[src/shared/bamds_params.svh]
`ifndef BAMDS_PARAMS_SVH
`define BAMDS_PARAMS_SVH

// Condition flag bit positions
`define BAMDS_FLAG_H     5
`define BAMDS_FLAG_N     3
`define BAMDS_FLAG_Z     2
`define BAMDS_FLAG_V     1
`define BAMDS_FLAG_C     0

// Reset values
`define BAMDS_RESULT_RST 16'h0000
`define BAMDS_FLAGS_RST  8'h00

// Divide iterations, one quotient bit each
`define BAMDS_DIV_STEPS  4'h8

// Decimal adjust constants
`define BAMDS_BCD_LIMIT  4'h9
`define BAMDS_BCD_LO_ADJ 8'h06
`define BAMDS_BCD_HI_ADJ 8'h60
`define BAMDS_BCD_MAX    8'h99

`endif

[src/shared/bamds_pkg.sv]
package bamds_pkg;

    typedef enum logic [4:0] {
        BAMDS_OP_DECIMAL_ADJUST_ADD = 5'b00000,
        BAMDS_OP_DECIMAL_ADJUST_SUB = 5'b00001,
        BAMDS_OP_UNSIGNED_MULTIPLY  = 5'b00010,
        BAMDS_OP_UNSIGNED_DIVIDE    = 5'b00011,
        BAMDS_OP_COMPARE_OP         = 5'b00100,
        BAMDS_OP_TWOS_COMPLEMENT_OP = 5'b00101,
        BAMDS_OP_AND                = 5'b00110,
        BAMDS_OP_OR                 = 5'b00111,
        BAMDS_OP_XOR                = 5'b01000,
        BAMDS_OP_NOT                = 5'b01001,
        BAMDS_OP_ARITH_SHIFT_LEFT   = 5'b01010,
        BAMDS_OP_ARITH_SHIFT_RIGHT  = 5'b01011,
        BAMDS_OP_LOGIC_SHIFT_LEFT   = 5'b01100,
        BAMDS_OP_LOGIC_SHIFT_RIGHT  = 5'b01101,
        BAMDS_OP_ROTATE_LEFT        = 5'b01110,
        BAMDS_OP_ROTATE_RIGHT       = 5'b01111,
        BAMDS_OP_ROTATE_LEFT_CARRY  = 5'b10000,
        BAMDS_OP_ROTATE_RIGHT_CARRY = 5'b10001
    } bamds_op_t;

    typedef enum logic [1:0] {
        BAMDS_ST_IDLE = 2'b00,
        BAMDS_ST_DIV  = 2'b01
    } bamds_state_t;

endpackage : bamds_pkg

[src/verilog/bamds_alu.sv]
`timescale 1ns/1ps
`include "bamds_params.svh"
//Contract
// RULE1 - Decimal adjust add/sub result using flags
// RULE2 - Unsigned 8x8 multiply, 16-bit product written
// RULE3 - Unsigned 16/8 divide: quotient and remainder
// RULE4 - Quotient low byte, remainder high byte
// RULE5 - Compare updates flags only, byte or word
// RULE6 - Word compare only register to register
// RULE7 - Negate: zero minus register byte
// RULE8 - Byte AND with register or immediate
// RULE9 - Byte OR with register or immediate
// RULE10 - Byte XOR with register or immediate
// RULE11 - Byte invert gives one's complement
// RULE12 - Arithmetic shifts; right keeps sign bit
// RULE13 - Logical shifts fill vacated bit zero
// RULE14 - Rotates wrap outgoing bit to other end
// RULE15 - Rotate through carry flag both ways
// RULE16 - One-bit moves; bit out goes to carry

module bamds_alu (
    // Clock and reset
    input  wire logic               clk,
    input  wire logic               rst,
    // Request from decoder
    input  wire logic               start,
    input  wire bamds_pkg::bamds_op_t op,
    input  wire logic               word_size,
    input  wire logic               use_imm,
    input  wire logic [15:0]        rd_val,
    input  wire logic [15:0]        rs_val,
    input  wire logic [7:0]         imm_val,
    input  wire logic [7:0]         flags_in,
    // Answer to register file and condition flags
    output logic [15:0]             result,
    output logic                    result_wr,
    output logic                    result_word,
    output logic [7:0]              condition_flags,
    output logic                    flags_wr,
    output logic                    op_error,
    output logic                    busy,
    output logic                    done
);
    import bamds_pkg::*;

    bamds_state_t state_reg;
    logic [7:0]   a;
    logic [7:0]   b;
    logic [7:0]   res8;
    logic [7:0]   fl;
    logic         wr;
    logic         illegal;
    logic [8:0]   sub9;
    logic [4:0]   subh;
    logic [16:0]  sub17;
    logic [7:0]   adj;
    logic         adj_c;
    logic         div_done;
    logic [7:0]   div_q;
    logic [7:0]   div_r;
    logic [7:0]   div_fl_reg;
    logic         div_start;

    assign a         = rd_val[7:0];
    assign b         = use_imm ? imm_val : rs_val[7:0];
    assign div_start = start && state_reg == BAMDS_ST_IDLE && op == BAMDS_OP_UNSIGNED_DIVIDE
                       && rs_val[7:0] != 8'h00;

    bamds_divider u_div (
        .clk       (clk),
        .rst       (rst),
        .start     (div_start),
        .dividend  (rd_val),
        .divisor   (rs_val[7:0]),
        .done      (div_done),
        .quotient  (div_q),
        .remainder (div_r)
    );

    // Shared subtracter for compare and negate
    always_comb begin
        sub9  = (op == BAMDS_OP_TWOS_COMPLEMENT_OP) ? (9'h000 - {1'b0, a}) // RULE7
                                                    : ({1'b0, a} - {1'b0, b});
        subh  = (op == BAMDS_OP_TWOS_COMPLEMENT_OP) ? (5'h00 - {1'b0, a[3:0]})
                                                    : ({1'b0, a[3:0]} - {1'b0, b[3:0]});
        sub17 = {1'b0, rd_val} - {1'b0, rs_val};
    end

    // Decimal correction, driven by incoming H and C
    always_comb begin
        adj   = 8'h00;
        adj_c = flags_in[`BAMDS_FLAG_C];
        if (op == BAMDS_OP_DECIMAL_ADJUST_ADD) begin
            if (flags_in[`BAMDS_FLAG_H] || a[3:0] > `BAMDS_BCD_LIMIT) begin // RULE1
                adj = adj + `BAMDS_BCD_LO_ADJ;
            end
            if (flags_in[`BAMDS_FLAG_C] || a > `BAMDS_BCD_MAX) begin // RULE1
                adj   = adj + `BAMDS_BCD_HI_ADJ;
                adj_c = 1'b1;
            end
        end else begin
            if (flags_in[`BAMDS_FLAG_H]) begin // RULE1
                adj = adj - `BAMDS_BCD_LO_ADJ;
            end
            if (flags_in[`BAMDS_FLAG_C]) begin // RULE1
                adj = adj - `BAMDS_BCD_HI_ADJ;
            end
        end
    end

    // Byte result and flags; untouched flag bits pass through
    always_comb begin
        res8    = a;
        fl      = flags_in;
        wr      = 1'b1;
        illegal = 1'b0;
        case (op)
            BAMDS_OP_DECIMAL_ADJUST_ADD, BAMDS_OP_DECIMAL_ADJUST_SUB: begin
                res8                 = a + adj; // RULE1
                fl[`BAMDS_FLAG_C]    = adj_c;
            end
            BAMDS_OP_COMPARE_OP: begin
                wr = 1'b0; // RULE5
                if (word_size && use_imm) begin
                    illegal = 1'b1; // RULE6
                end else if (word_size) begin
                    fl[`BAMDS_FLAG_C] = sub17[16]; // RULE5
                    fl[`BAMDS_FLAG_N] = sub17[15];
                    fl[`BAMDS_FLAG_Z] = sub17[15:0] == 16'h0000;
                    fl[`BAMDS_FLAG_V] = (rd_val[15] ^ rs_val[15]) & (rd_val[15] ^ sub17[15]);
                    fl[`BAMDS_FLAG_H] = rd_val[11:0] < rs_val[11:0];
                end else begin
                    res8              = sub9[7:0];
                    fl[`BAMDS_FLAG_C] = sub9[8]; // RULE5
                    fl[`BAMDS_FLAG_V] = (a[7] ^ b[7]) & (a[7] ^ sub9[7]);
                    fl[`BAMDS_FLAG_H] = subh[4];
                end
            end
            BAMDS_OP_TWOS_COMPLEMENT_OP: begin
                res8              = sub9[7:0]; // RULE7
                fl[`BAMDS_FLAG_C] = sub9[8];
                fl[`BAMDS_FLAG_V] = a == 8'h80;
                fl[`BAMDS_FLAG_H] = subh[4];
            end
            BAMDS_OP_AND: begin
                res8 = a & b; // RULE8
            end
            BAMDS_OP_OR: begin
                res8 = a | b; // RULE9
            end
            BAMDS_OP_XOR: begin
                res8 = a ^ b; // RULE10
            end
            BAMDS_OP_NOT: begin
                res8 = ~a; // RULE11
            end
            BAMDS_OP_ARITH_SHIFT_LEFT: begin
                res8              = {a[6:0], 1'b0}; // RULE12
                fl[`BAMDS_FLAG_C] = a[7]; // RULE16
            end
            BAMDS_OP_ARITH_SHIFT_RIGHT: begin
                res8              = {a[7], a[7:1]}; // RULE12
                fl[`BAMDS_FLAG_C] = a[0]; // RULE16
            end
            BAMDS_OP_LOGIC_SHIFT_LEFT: begin
                res8              = {a[6:0], 1'b0}; // RULE13
                fl[`BAMDS_FLAG_C] = a[7]; // RULE16
            end
            BAMDS_OP_LOGIC_SHIFT_RIGHT: begin
                res8              = {1'b0, a[7:1]}; // RULE13
                fl[`BAMDS_FLAG_C] = a[0]; // RULE16
            end
            BAMDS_OP_ROTATE_LEFT: begin
                res8              = {a[6:0], a[7]}; // RULE14
                fl[`BAMDS_FLAG_C] = a[7]; // RULE16
            end
            BAMDS_OP_ROTATE_RIGHT: begin
                res8              = {a[0], a[7:1]}; // RULE14
                fl[`BAMDS_FLAG_C] = a[0]; // RULE16
            end
            BAMDS_OP_ROTATE_LEFT_CARRY: begin
                res8              = {a[6:0], flags_in[`BAMDS_FLAG_C]}; // RULE15
                fl[`BAMDS_FLAG_C] = a[7]; // RULE16
            end
            BAMDS_OP_ROTATE_RIGHT_CARRY: begin
                res8              = {flags_in[`BAMDS_FLAG_C], a[7:1]}; // RULE15
                fl[`BAMDS_FLAG_C] = a[0]; // RULE16
            end
            default: begin
                wr = 1'b0;
            end
        endcase
        // Byte-wide N and Z, skipped when the word compare has set them
        if (!(op == BAMDS_OP_COMPARE_OP && word_size)) begin
            fl[`BAMDS_FLAG_N] = res8[7];
            fl[`BAMDS_FLAG_Z] = res8 == 8'h00;
        end
        // Logic and shift ops clear V; arithmetic left reports sign change
        if (op >= BAMDS_OP_AND && op <= BAMDS_OP_ROTATE_RIGHT_CARRY) begin
            fl[`BAMDS_FLAG_V] = (op == BAMDS_OP_ARITH_SHIFT_LEFT) ? (a[7] ^ a[6]) : 1'b0;
        end
    end

    // Sequencing: one cycle for most ops, divide waits on the iterator
    always_ff @(posedge clk) begin
        if (rst) begin
            state_reg <= BAMDS_ST_IDLE;
        end else if (div_start) begin
            state_reg <= BAMDS_ST_DIV;
        end else if (div_done) begin
            state_reg <= BAMDS_ST_IDLE;
        end
    end

    // Divide flags are fixed at launch so the late result uses them
    always_ff @(posedge clk) begin
        if (rst) begin
            div_fl_reg <= `BAMDS_FLAGS_RST;
        end else if (div_start) begin
            div_fl_reg <= flags_in;
        end
    end

    always_ff @(posedge clk) begin
        if (rst) begin
            result          <= `BAMDS_RESULT_RST;
            result_wr       <= 1'b0;
            result_word     <= 1'b0;
            condition_flags <= `BAMDS_FLAGS_RST;
            flags_wr        <= 1'b0;
            op_error        <= 1'b0;
            done            <= 1'b0;
        end else begin
            result_wr   <= 1'b0;
            result_word <= 1'b0;
            flags_wr    <= 1'b0;
            op_error    <= 1'b0;
            done        <= 1'b0;
            if (div_done) begin
                result          <= {div_r, div_q}; // RULE3 RULE4
                result_wr       <= 1'b1;
                result_word     <= 1'b1;
                condition_flags <= {div_fl_reg[7:4], div_q[7], 1'b0, div_fl_reg[1:0]};
                flags_wr        <= 1'b1;
                done            <= 1'b1;
            end else if (start && state_reg == BAMDS_ST_IDLE) begin
                done <= 1'b1;
                case (op)
                    BAMDS_OP_UNSIGNED_MULTIPLY: begin
                        result      <= {8'h00, a} * {8'h00, rs_val[7:0]}; // RULE2
                        result_wr   <= 1'b1;
                        result_word <= 1'b1;
                    end
                    BAMDS_OP_UNSIGNED_DIVIDE: begin
                        // Zero divisor: no write, Z raised; otherwise wait for iterator
                        done <= 1'b0;
                        if (rs_val[7:0] == 8'h00) begin
                            condition_flags <= flags_in | (8'h01 << `BAMDS_FLAG_Z);
                            flags_wr        <= 1'b1;
                            done            <= 1'b1;
                        end
                    end
                    default: begin
                        // Undefined codes only finish; flags must not pick up garbage
                        if (illegal) begin
                            op_error <= 1'b1; // RULE6
                        end else if (wr || op == BAMDS_OP_COMPARE_OP) begin
                            result          <= {rd_val[15:8], res8};
                            result_wr       <= wr;
                            condition_flags <= fl;
                            flags_wr        <= 1'b1;
                        end
                    end
                endcase
            end
        end
    end

    // Busy mirrors the divide state so the decoder holds further requests
    always_ff @(posedge clk) begin
        if (rst) begin
            busy <= 1'b0;
        end else begin
            busy <= div_start || (state_reg == BAMDS_ST_DIV && !div_done);
        end
    end
endmodule : bamds_alu

[src/verilog/bamds_divider.sv]
`timescale 1ns/1ps
`include "bamds_params.svh"

module bamds_divider (
    // Clock and reset
    input  wire logic        clk,
    input  wire logic        rst,
    // Request
    input  wire logic        start,
    input  wire logic [15:0] dividend,
    input  wire logic [7:0]  divisor,
    // Answer
    output logic             done,
    output logic [7:0]       quotient,
    output logic [7:0]       remainder
);
    logic [3:0] count_reg;
    logic [8:0] rem_reg;
    logic [7:0] quo_reg;
    logic [7:0] div_reg;
    logic       run_reg;
    logic [8:0] trial;
    logic [8:0] diff;

    // Restoring divide; a 9-bit partial remainder tolerates a top bit carried out
    assign trial = {rem_reg[7:0], quo_reg[7]};
    assign diff  = trial - {1'b0, div_reg};

    always_ff @(posedge clk) begin
        if (rst) begin
            count_reg <= 4'h0;
            rem_reg   <= 9'h000;
            quo_reg   <= 8'h00;
            div_reg   <= 8'h00;
            run_reg   <= 1'b0;
            done      <= 1'b0;
        end else begin
            done <= 1'b0;
            if (start) begin
                rem_reg   <= {1'b0, dividend[15:8]};
                quo_reg   <= dividend[7:0];
                div_reg   <= divisor;
                count_reg <= `BAMDS_DIV_STEPS;
                run_reg   <= 1'b1;
            end else if (run_reg) begin
                if (rem_reg[8] || !diff[8]) begin
                    rem_reg <= {1'b0, rem_reg[8] ? (trial[7:0] - div_reg) : diff[7:0]};
                    quo_reg <= {quo_reg[6:0], 1'b1};
                end else begin
                    rem_reg <= trial;
                    quo_reg <= {quo_reg[6:0], 1'b0};
                end
                count_reg <= count_reg - 4'h1;
                if (count_reg == 4'h1) begin
                    run_reg <= 1'b0;
                    done    <= 1'b1;
                end
            end
        end
    end

    assign quotient  = quo_reg;
    assign remainder = rem_reg[7:0];
endmodule : bamds_divider
[config.mk]
export PLATFORM = sky130hd
export DESIGN_NAME = bamds_alu
export DESIGN_NICKNAME = d
export VERILOG_FILES = /design/src/shared/bamds_pkg.sv /design/src/verilog/bamds_alu.sv /design/src/verilog/bamds_divider.sv
export VERILOG_INCLUDE_DIRS = /design/src /design/src/shared
export SDC_FILE = /design/constraint.sdc
export NUM_CORES = 1
export LEC_CHECK = 0
export CELL_PAD_IN_SITES_DETAIL_PLACEMENT = 2
export CELL_PAD_IN_SITES_GLOBAL_PLACEMENT = 2
export CORE_MARGIN = 2
export CORE_UTILIZATION = 30
export DETAILED_ROUTE_END_ITERATION = 16
export DONT_BUFFER_PORTS = 1
export PLACE_DENSITY = 0.74
export SLEW_MARGIN = 20
export SYNTH_ARGS = -nofsm -noshare
export SYNTH_HDL_FRONTEND = slang
export SYNTH_SLANG_ARGS = --single-unit
[constraint.sdc]
create_clock -name clk -period 10.4 [get_ports clk]
set_input_delay 1.04 -clock clk [delete_from_list [all_inputs] [get_ports clk]]
set_output_delay 1.04 -clock clk [all_outputs]
set_load 0.01 [all_outputs]
* Word-level counts from Yosys, hierarchy flattened
Index checks and enable logic that the tools add are counted.
Storage, ports and cells: bits in registers 70, logic and storage cells 188, output and inout bits 30
Operators by class: bitwise gates (word level) 14, multipliers 1, order comparisons 5, add/sub/neg operators 11, equal/unequal tests 26, muxes and demuxes 74, reduce and logical (&&, ||, !) cells 38
Operator list (number):
- $mux W8 | 19
- $pmux W8 S14 | 1
- $mux W16 | 4
- $eq A5 B4 Y1 const B | 8
- $mux W1 | 32
- $pmux W16 S2 | 1
- $eq A5 B3 Y1 const B | 4
- $mux W9 | 2
- $sub A16 B16 Y17 | 1
- $logic_not A16 Y1 | 1
- $logic_not A8 Y1 | 2
- $mul A8 B8 Y16 | 1
- $pmux W8 S2 | 1
- $reduce_or A15 Y1 | 1
- $lt A12 B12 Y1 | 1
- $mux W4 | 3
- $eq A5 B2 Y1 const B | 2
- $eq A5 B5 Y1 const B | 2
- $reduce_and A5 Y1 | 2
- $ne A3 B1 Y1 const B | 3
- $sub A1 B8 Y9 const A | 1
- $sub A8 B8 Y9 | 1
- $sub A9 B8 Y9 | 1
- $add A8 B7 Y8 const B | 1
- 39 further kinds | 74

* Depth between registers and ports, before layout
word-level depth 16, gate-level depth with buffers 19, gate-level depth less buffers 18

* By module
Synthesis repeated with hierarchy kept, for this count alone.
Unflattened totals: cells, all modules 1153, area, all modules 8767.2 um2
Modules (own cells, without submodules):
- bamds_alu | sequential area each 740.7 um2, area each 6944.2 um2, times used 1, cells each 931
- bamds_divider | sequential area each 620.6 um2, area each 1823.0 um2, times used 1, cells each 222

* Worst setup path before layout
No wires, ideal clock.
kind input to register, start input rd_val[1], end register result[14], stages 16, setup slack 4969 ps, data arrival time 5309 ps, required time 10278 ps, cells stage by stage clkbuf_1 inv_1 nor2_1 fa_1 fa_1 fa_1 inv_1 fa_1 inv_1 ha_1 or2_2 o311a_1 a41o_1 o41ai_1 nor4_1 a221o_1
On the way: cells in the longest elaborated chain, start to end 4
RTL lines:
- start, declared | RTL line bamds_alu.sv:30 | input wire logic [15:0] rd_val,
- $mul A8 B8 Y16 | RTL line bamds_alu.sv:250 | result <= {8'h00, a} * {8'h00, rs_val[7:0]};
- $pmux W16 S2 | RTL line bamds_alu.sv:248 | case (op)
- $mux W16 | RTL line bamds_alu.sv:246 | end else if (start && state_reg == BAMDS_ST_IDLE) begin
- $mux W16 | RTL line bamds_alu.sv:239 | if (div_done) begin
- end signal, assigned | RTL line bamds_alu.sv:240 | result <= {div_r, div_q};
- end signal, assigned | RTL line bamds_alu.sv:250
- end signal, assigned | RTL line bamds_alu.sv:268 | result <= {rd_val[15:8], res8};
- end, declared | RTL line bamds_alu.sv:35 | output logic [15:0] result,
Every way passes these cells. The select of a mux whose other input is x is not followed. A chain may end at the register's enable or synchronous reset.

* Worst setup path in the final report
Ends and elaborated chain as after synthesis.

==> results_dict.tcl <==
set metrics [dict create \
    core_sq_mm 0.02886 \
    clock_sinks 68 \
    fin_tns_setup_ps 0 \
    r2r-end "u_div.rem_reg[3]$_SDFFE_PP0P_" \
    synth_cell_types 85 \
    crit_path_cell_trace "inv_1, nor2_1, fa_1, fa_1, fa_1, inv_1, fa_1, inv_1, ha_1, or2_2, o311a_1, a41o_1, o41ai_1, nor4_1, a221o_1" \
    die_height_um 175.5 \
    clk_path_buf_depth 2 \
    setup_viol_count_final 0 \
    syn2layout_area_growth_pct 6.778 \
    fp.dieArea_sq_mm 0.03080 \
    arrival_ps 5370 \
    p_int_mw 0.6795 \
    drt_iter0_markers 509 \
    synth_compound_area_share_pct 25.07 \
    synth_edf_count 0 \
    synthArstFlopShare_pct 0 \
    start_util_pct 30.58 \
    routabilityCongestion 0.9081 \
    cts_tree "built" \
    drv_slew 0 \
    via_per_inst 5.779 \
    port_buffers 0 \
    slowest_delay_ps 550 \
    yosysTopAreaCellShare_pct 15.46 \
    worst_path_most_repeated_cell "fa_1" \
    tightestPinTransition_ps 869.1 \
    synth_top_family_by_area "compound AO/OA/AOI/OAI gates" \
    nets 1339 \
    synth_nets 1382 \
    synth_xor_area_share_pct 3.276 \
    clock.fmax_mhz 193.9 \
    cp_slowest_cell "fa_1" \
    place_area_sq_mm 0.009116 \
    worst_r2r_path_depth 12 \
    crit_required_ps 10620 \
    drc 0 \
    root_buffer "clkbuf_16" \
    num_vias 8795 \
    grt.overflow.total 0 \
    grt_max_degree 64 \
    cts_buffers 9 \
    yosysTopAreaCell "ha_1" \
    finalWirelength_um 36840 \
    antenna_left 0 \
    rr_startpoint "u_div.quotient[7]$_SDFFE_PP0P_" \
    firstDrtPassIters 5 \
    n_fill_cell 3442 \
    min_path_type "register to register" \
    power_density_mw_per_mm2 120.2 \
    post-cts-setup-buffer-count 0 \
    drive_gt1_share_pct 4.134 \
    start_kind "input pin" \
    ir_drop_mv 0.06548 \
    place_inst 1505 \
    crit_fanout 15 \
    hold_path_end "u_div.div_reg[3]$_SDFFE_PP0P_" \
    switching_power_mw 0.4527 \
    io_pins 88 \
    hold_viol 0 \
    fin_crit_sh_pct 49.58 \
    rsz0062_at_grt "no" \
    grt_pass1_wl_um 57000 \
    synth_area_sq_mm 0.008823 \
    die_w_um 175.5 \
    r2r_setup_slack_ps 7370 \
    fin_skew_ps 7.484 \
    path_clk_slew_ps 60 \
    synth_ff_type "dfxtp_1" \
    fin_util_pct 32.65 \
    p_seq_share_pct 25.2 \
    drv_cap 0 \
    synthAdderAreaFrac_pct 24.53 \
    ys_ff_latch 68 \
    worst-setup-path-type "input pin to register" \
    relSlewSlack_pct 41.14 \
    cts-hold-fix-buffers 0 \
    layout_commonest_cell "inv_1" \
    synth_area_per_cell_sq_um 7.509 \
    synth_simple_gate_area_share_pct 20.43 \
    antenna_found_initial 1 \
    hp-start "u_div.div_reg[3]$_SDFFE_PP0P_" \
    dp_hpwl_um 28960 \
    fp-row-count 62 \
    syn_inst 1175 \
    synth.area.top_cells "ha_1 (15%), dfxtp_1 (15%), fa_1 (9.1%)" \
    clk_latency_ps 330 \
    combPwrFrac_pct 47.0 \
    clkPwrFrac_pct 27.8 \
    largest_register_ffs 16 \
    yosys_warnings 0 \
    muxShareOfSynthArea_pct 2.864 \
    grt_usage_pct 23.97 \
    grt_pass1_vias 9515 \
    min_path_cells 2 \
    switching_share_pct 39.99 \
    status "complete, no violations" \
    wl_per_cell_um 24.20 \
    final_cell_mix "inv_1 (125), nand2_1 (120), nor2_1 (110)" \
    synth_seq_area_share_pct 15.43 \
    end_kind "register" \
    fin_area_sq_mm 0.009422 \
    holdWs_ps 455.8 \
    htreeDepth 3 \
    stdcell_count 1522 \
    cts_resized 0 \
    p_leak_nw 4.032 \
    min_period_ps 5156 \
]
per-stage QoR:
step | power (mW) | worst slack (ps)
after floorplan | 0.6885 | 4969
after global placement | 0.8018 | 4954
after detailed placement | 0.8221 | 4880
after CTS | 1.140 | 5242
after global routing | 1.220 | 5005
final | 1.132 | 5244
per-layer routing:
| metal | track usage (%) | vias up | part of all wire, % |
|---|---|---|---|
| li1 | - | 4040 | - |
| met1 | 30.35 | 4454 | 43 |
| met2 | 41.08 | 239 | 48 |
| met3 | 4.827 | 62 | 6.2 |
| met4 | 7.128 | 0 | 3.1 |
| met5 | 0 | - | 0 |
worst max-delay path by stage:
stage               startpoint                       to  slack [ps]  cells after the start
finish               rd_val[1]  result[14]$_SDFFE_PP0P_        5240                     15
global route         rd_val[1]  result[14]$_SDFFE_PP0P_        5010                     15
CTS                  rd_val[1]  result[14]$_SDFFE_PP0P_        5240                     15
detailed placement   rd_val[1]  result[14]$_SDFFE_PP0P_        4880                     15
global placement     rd_val[1]  result[14]$_SDFFE_PP0P_        4950                     15
floorplan            rd_val[1]  result[14]$_SDFFE_PP0P_        4970                     16
cell type report:
type	instances	area, sq um	share of cell area (%)
antenna	1	2.502	0.02656
clock inverter	5	60.06	0.6374
tap	384	480.5	5.100
inverter	128	480.5	5.100
clock buffer	11	242.7	2.576
multi-input combinational	916	6726	71.39
timing repair buffer	9	67.56	0.7171
sequential	68	1361	14.45
synthesized netlist by cell type, drive strengths merged, types with 5 or more instances:
library cell    n
inv           127
nor2          112
o22ai           9
o221ai          5
dfxtp          68
o211ai         13
or3            11
a32oi           5
buf            20
a211oi         25
or2             5
o2bb2ai         5
o21bai          7
and2           10
o21ai          46
a21o           13
ha            109
a21boi          9
a21oi         107
xnor2          24
nand4           8
nor2b          16
nand2b          9
nor4            7
a221oi          5
nand2         120
nor3           28
and3            9
mux2i          23
a31oi           8
o31ai           6
nand3          26
o2111ai         7
o21a            8
clkbuf         43
a211o           9
a22oi           5
xor2            9
fa             40
cell families after synthesis:
family,Yosys count
AO/OA/AOI/OAI,330
multiplexers,25
AND/OR/NAND/NOR,379
flip-flops,68
XOR/XNOR,33
adder cells (fa/ha/maj),149
buffers and inverters,191
worst max-delay path, delay by kind of cell:
family | cells | cell delay [ps]
buf+inv | 3 | 370
fa+ha+maj | 5 | 2460
simple gates | 3 | 500
compound gates | 4 | 990
power groups by stage:
stage          combinational (mW)  clock [mW]  sequential, mW
6_report                    0.533       0.315           0.285
5_1_grt                     0.600       0.334           0.286
4_1_cts                     0.535       0.321           0.285
3_5_place_dp                0.531           0           0.291
3_3_place_gp                0.511           0           0.290
2_1_floorplan               0.404           0           0.285
(Power assumes the default switching activity.)
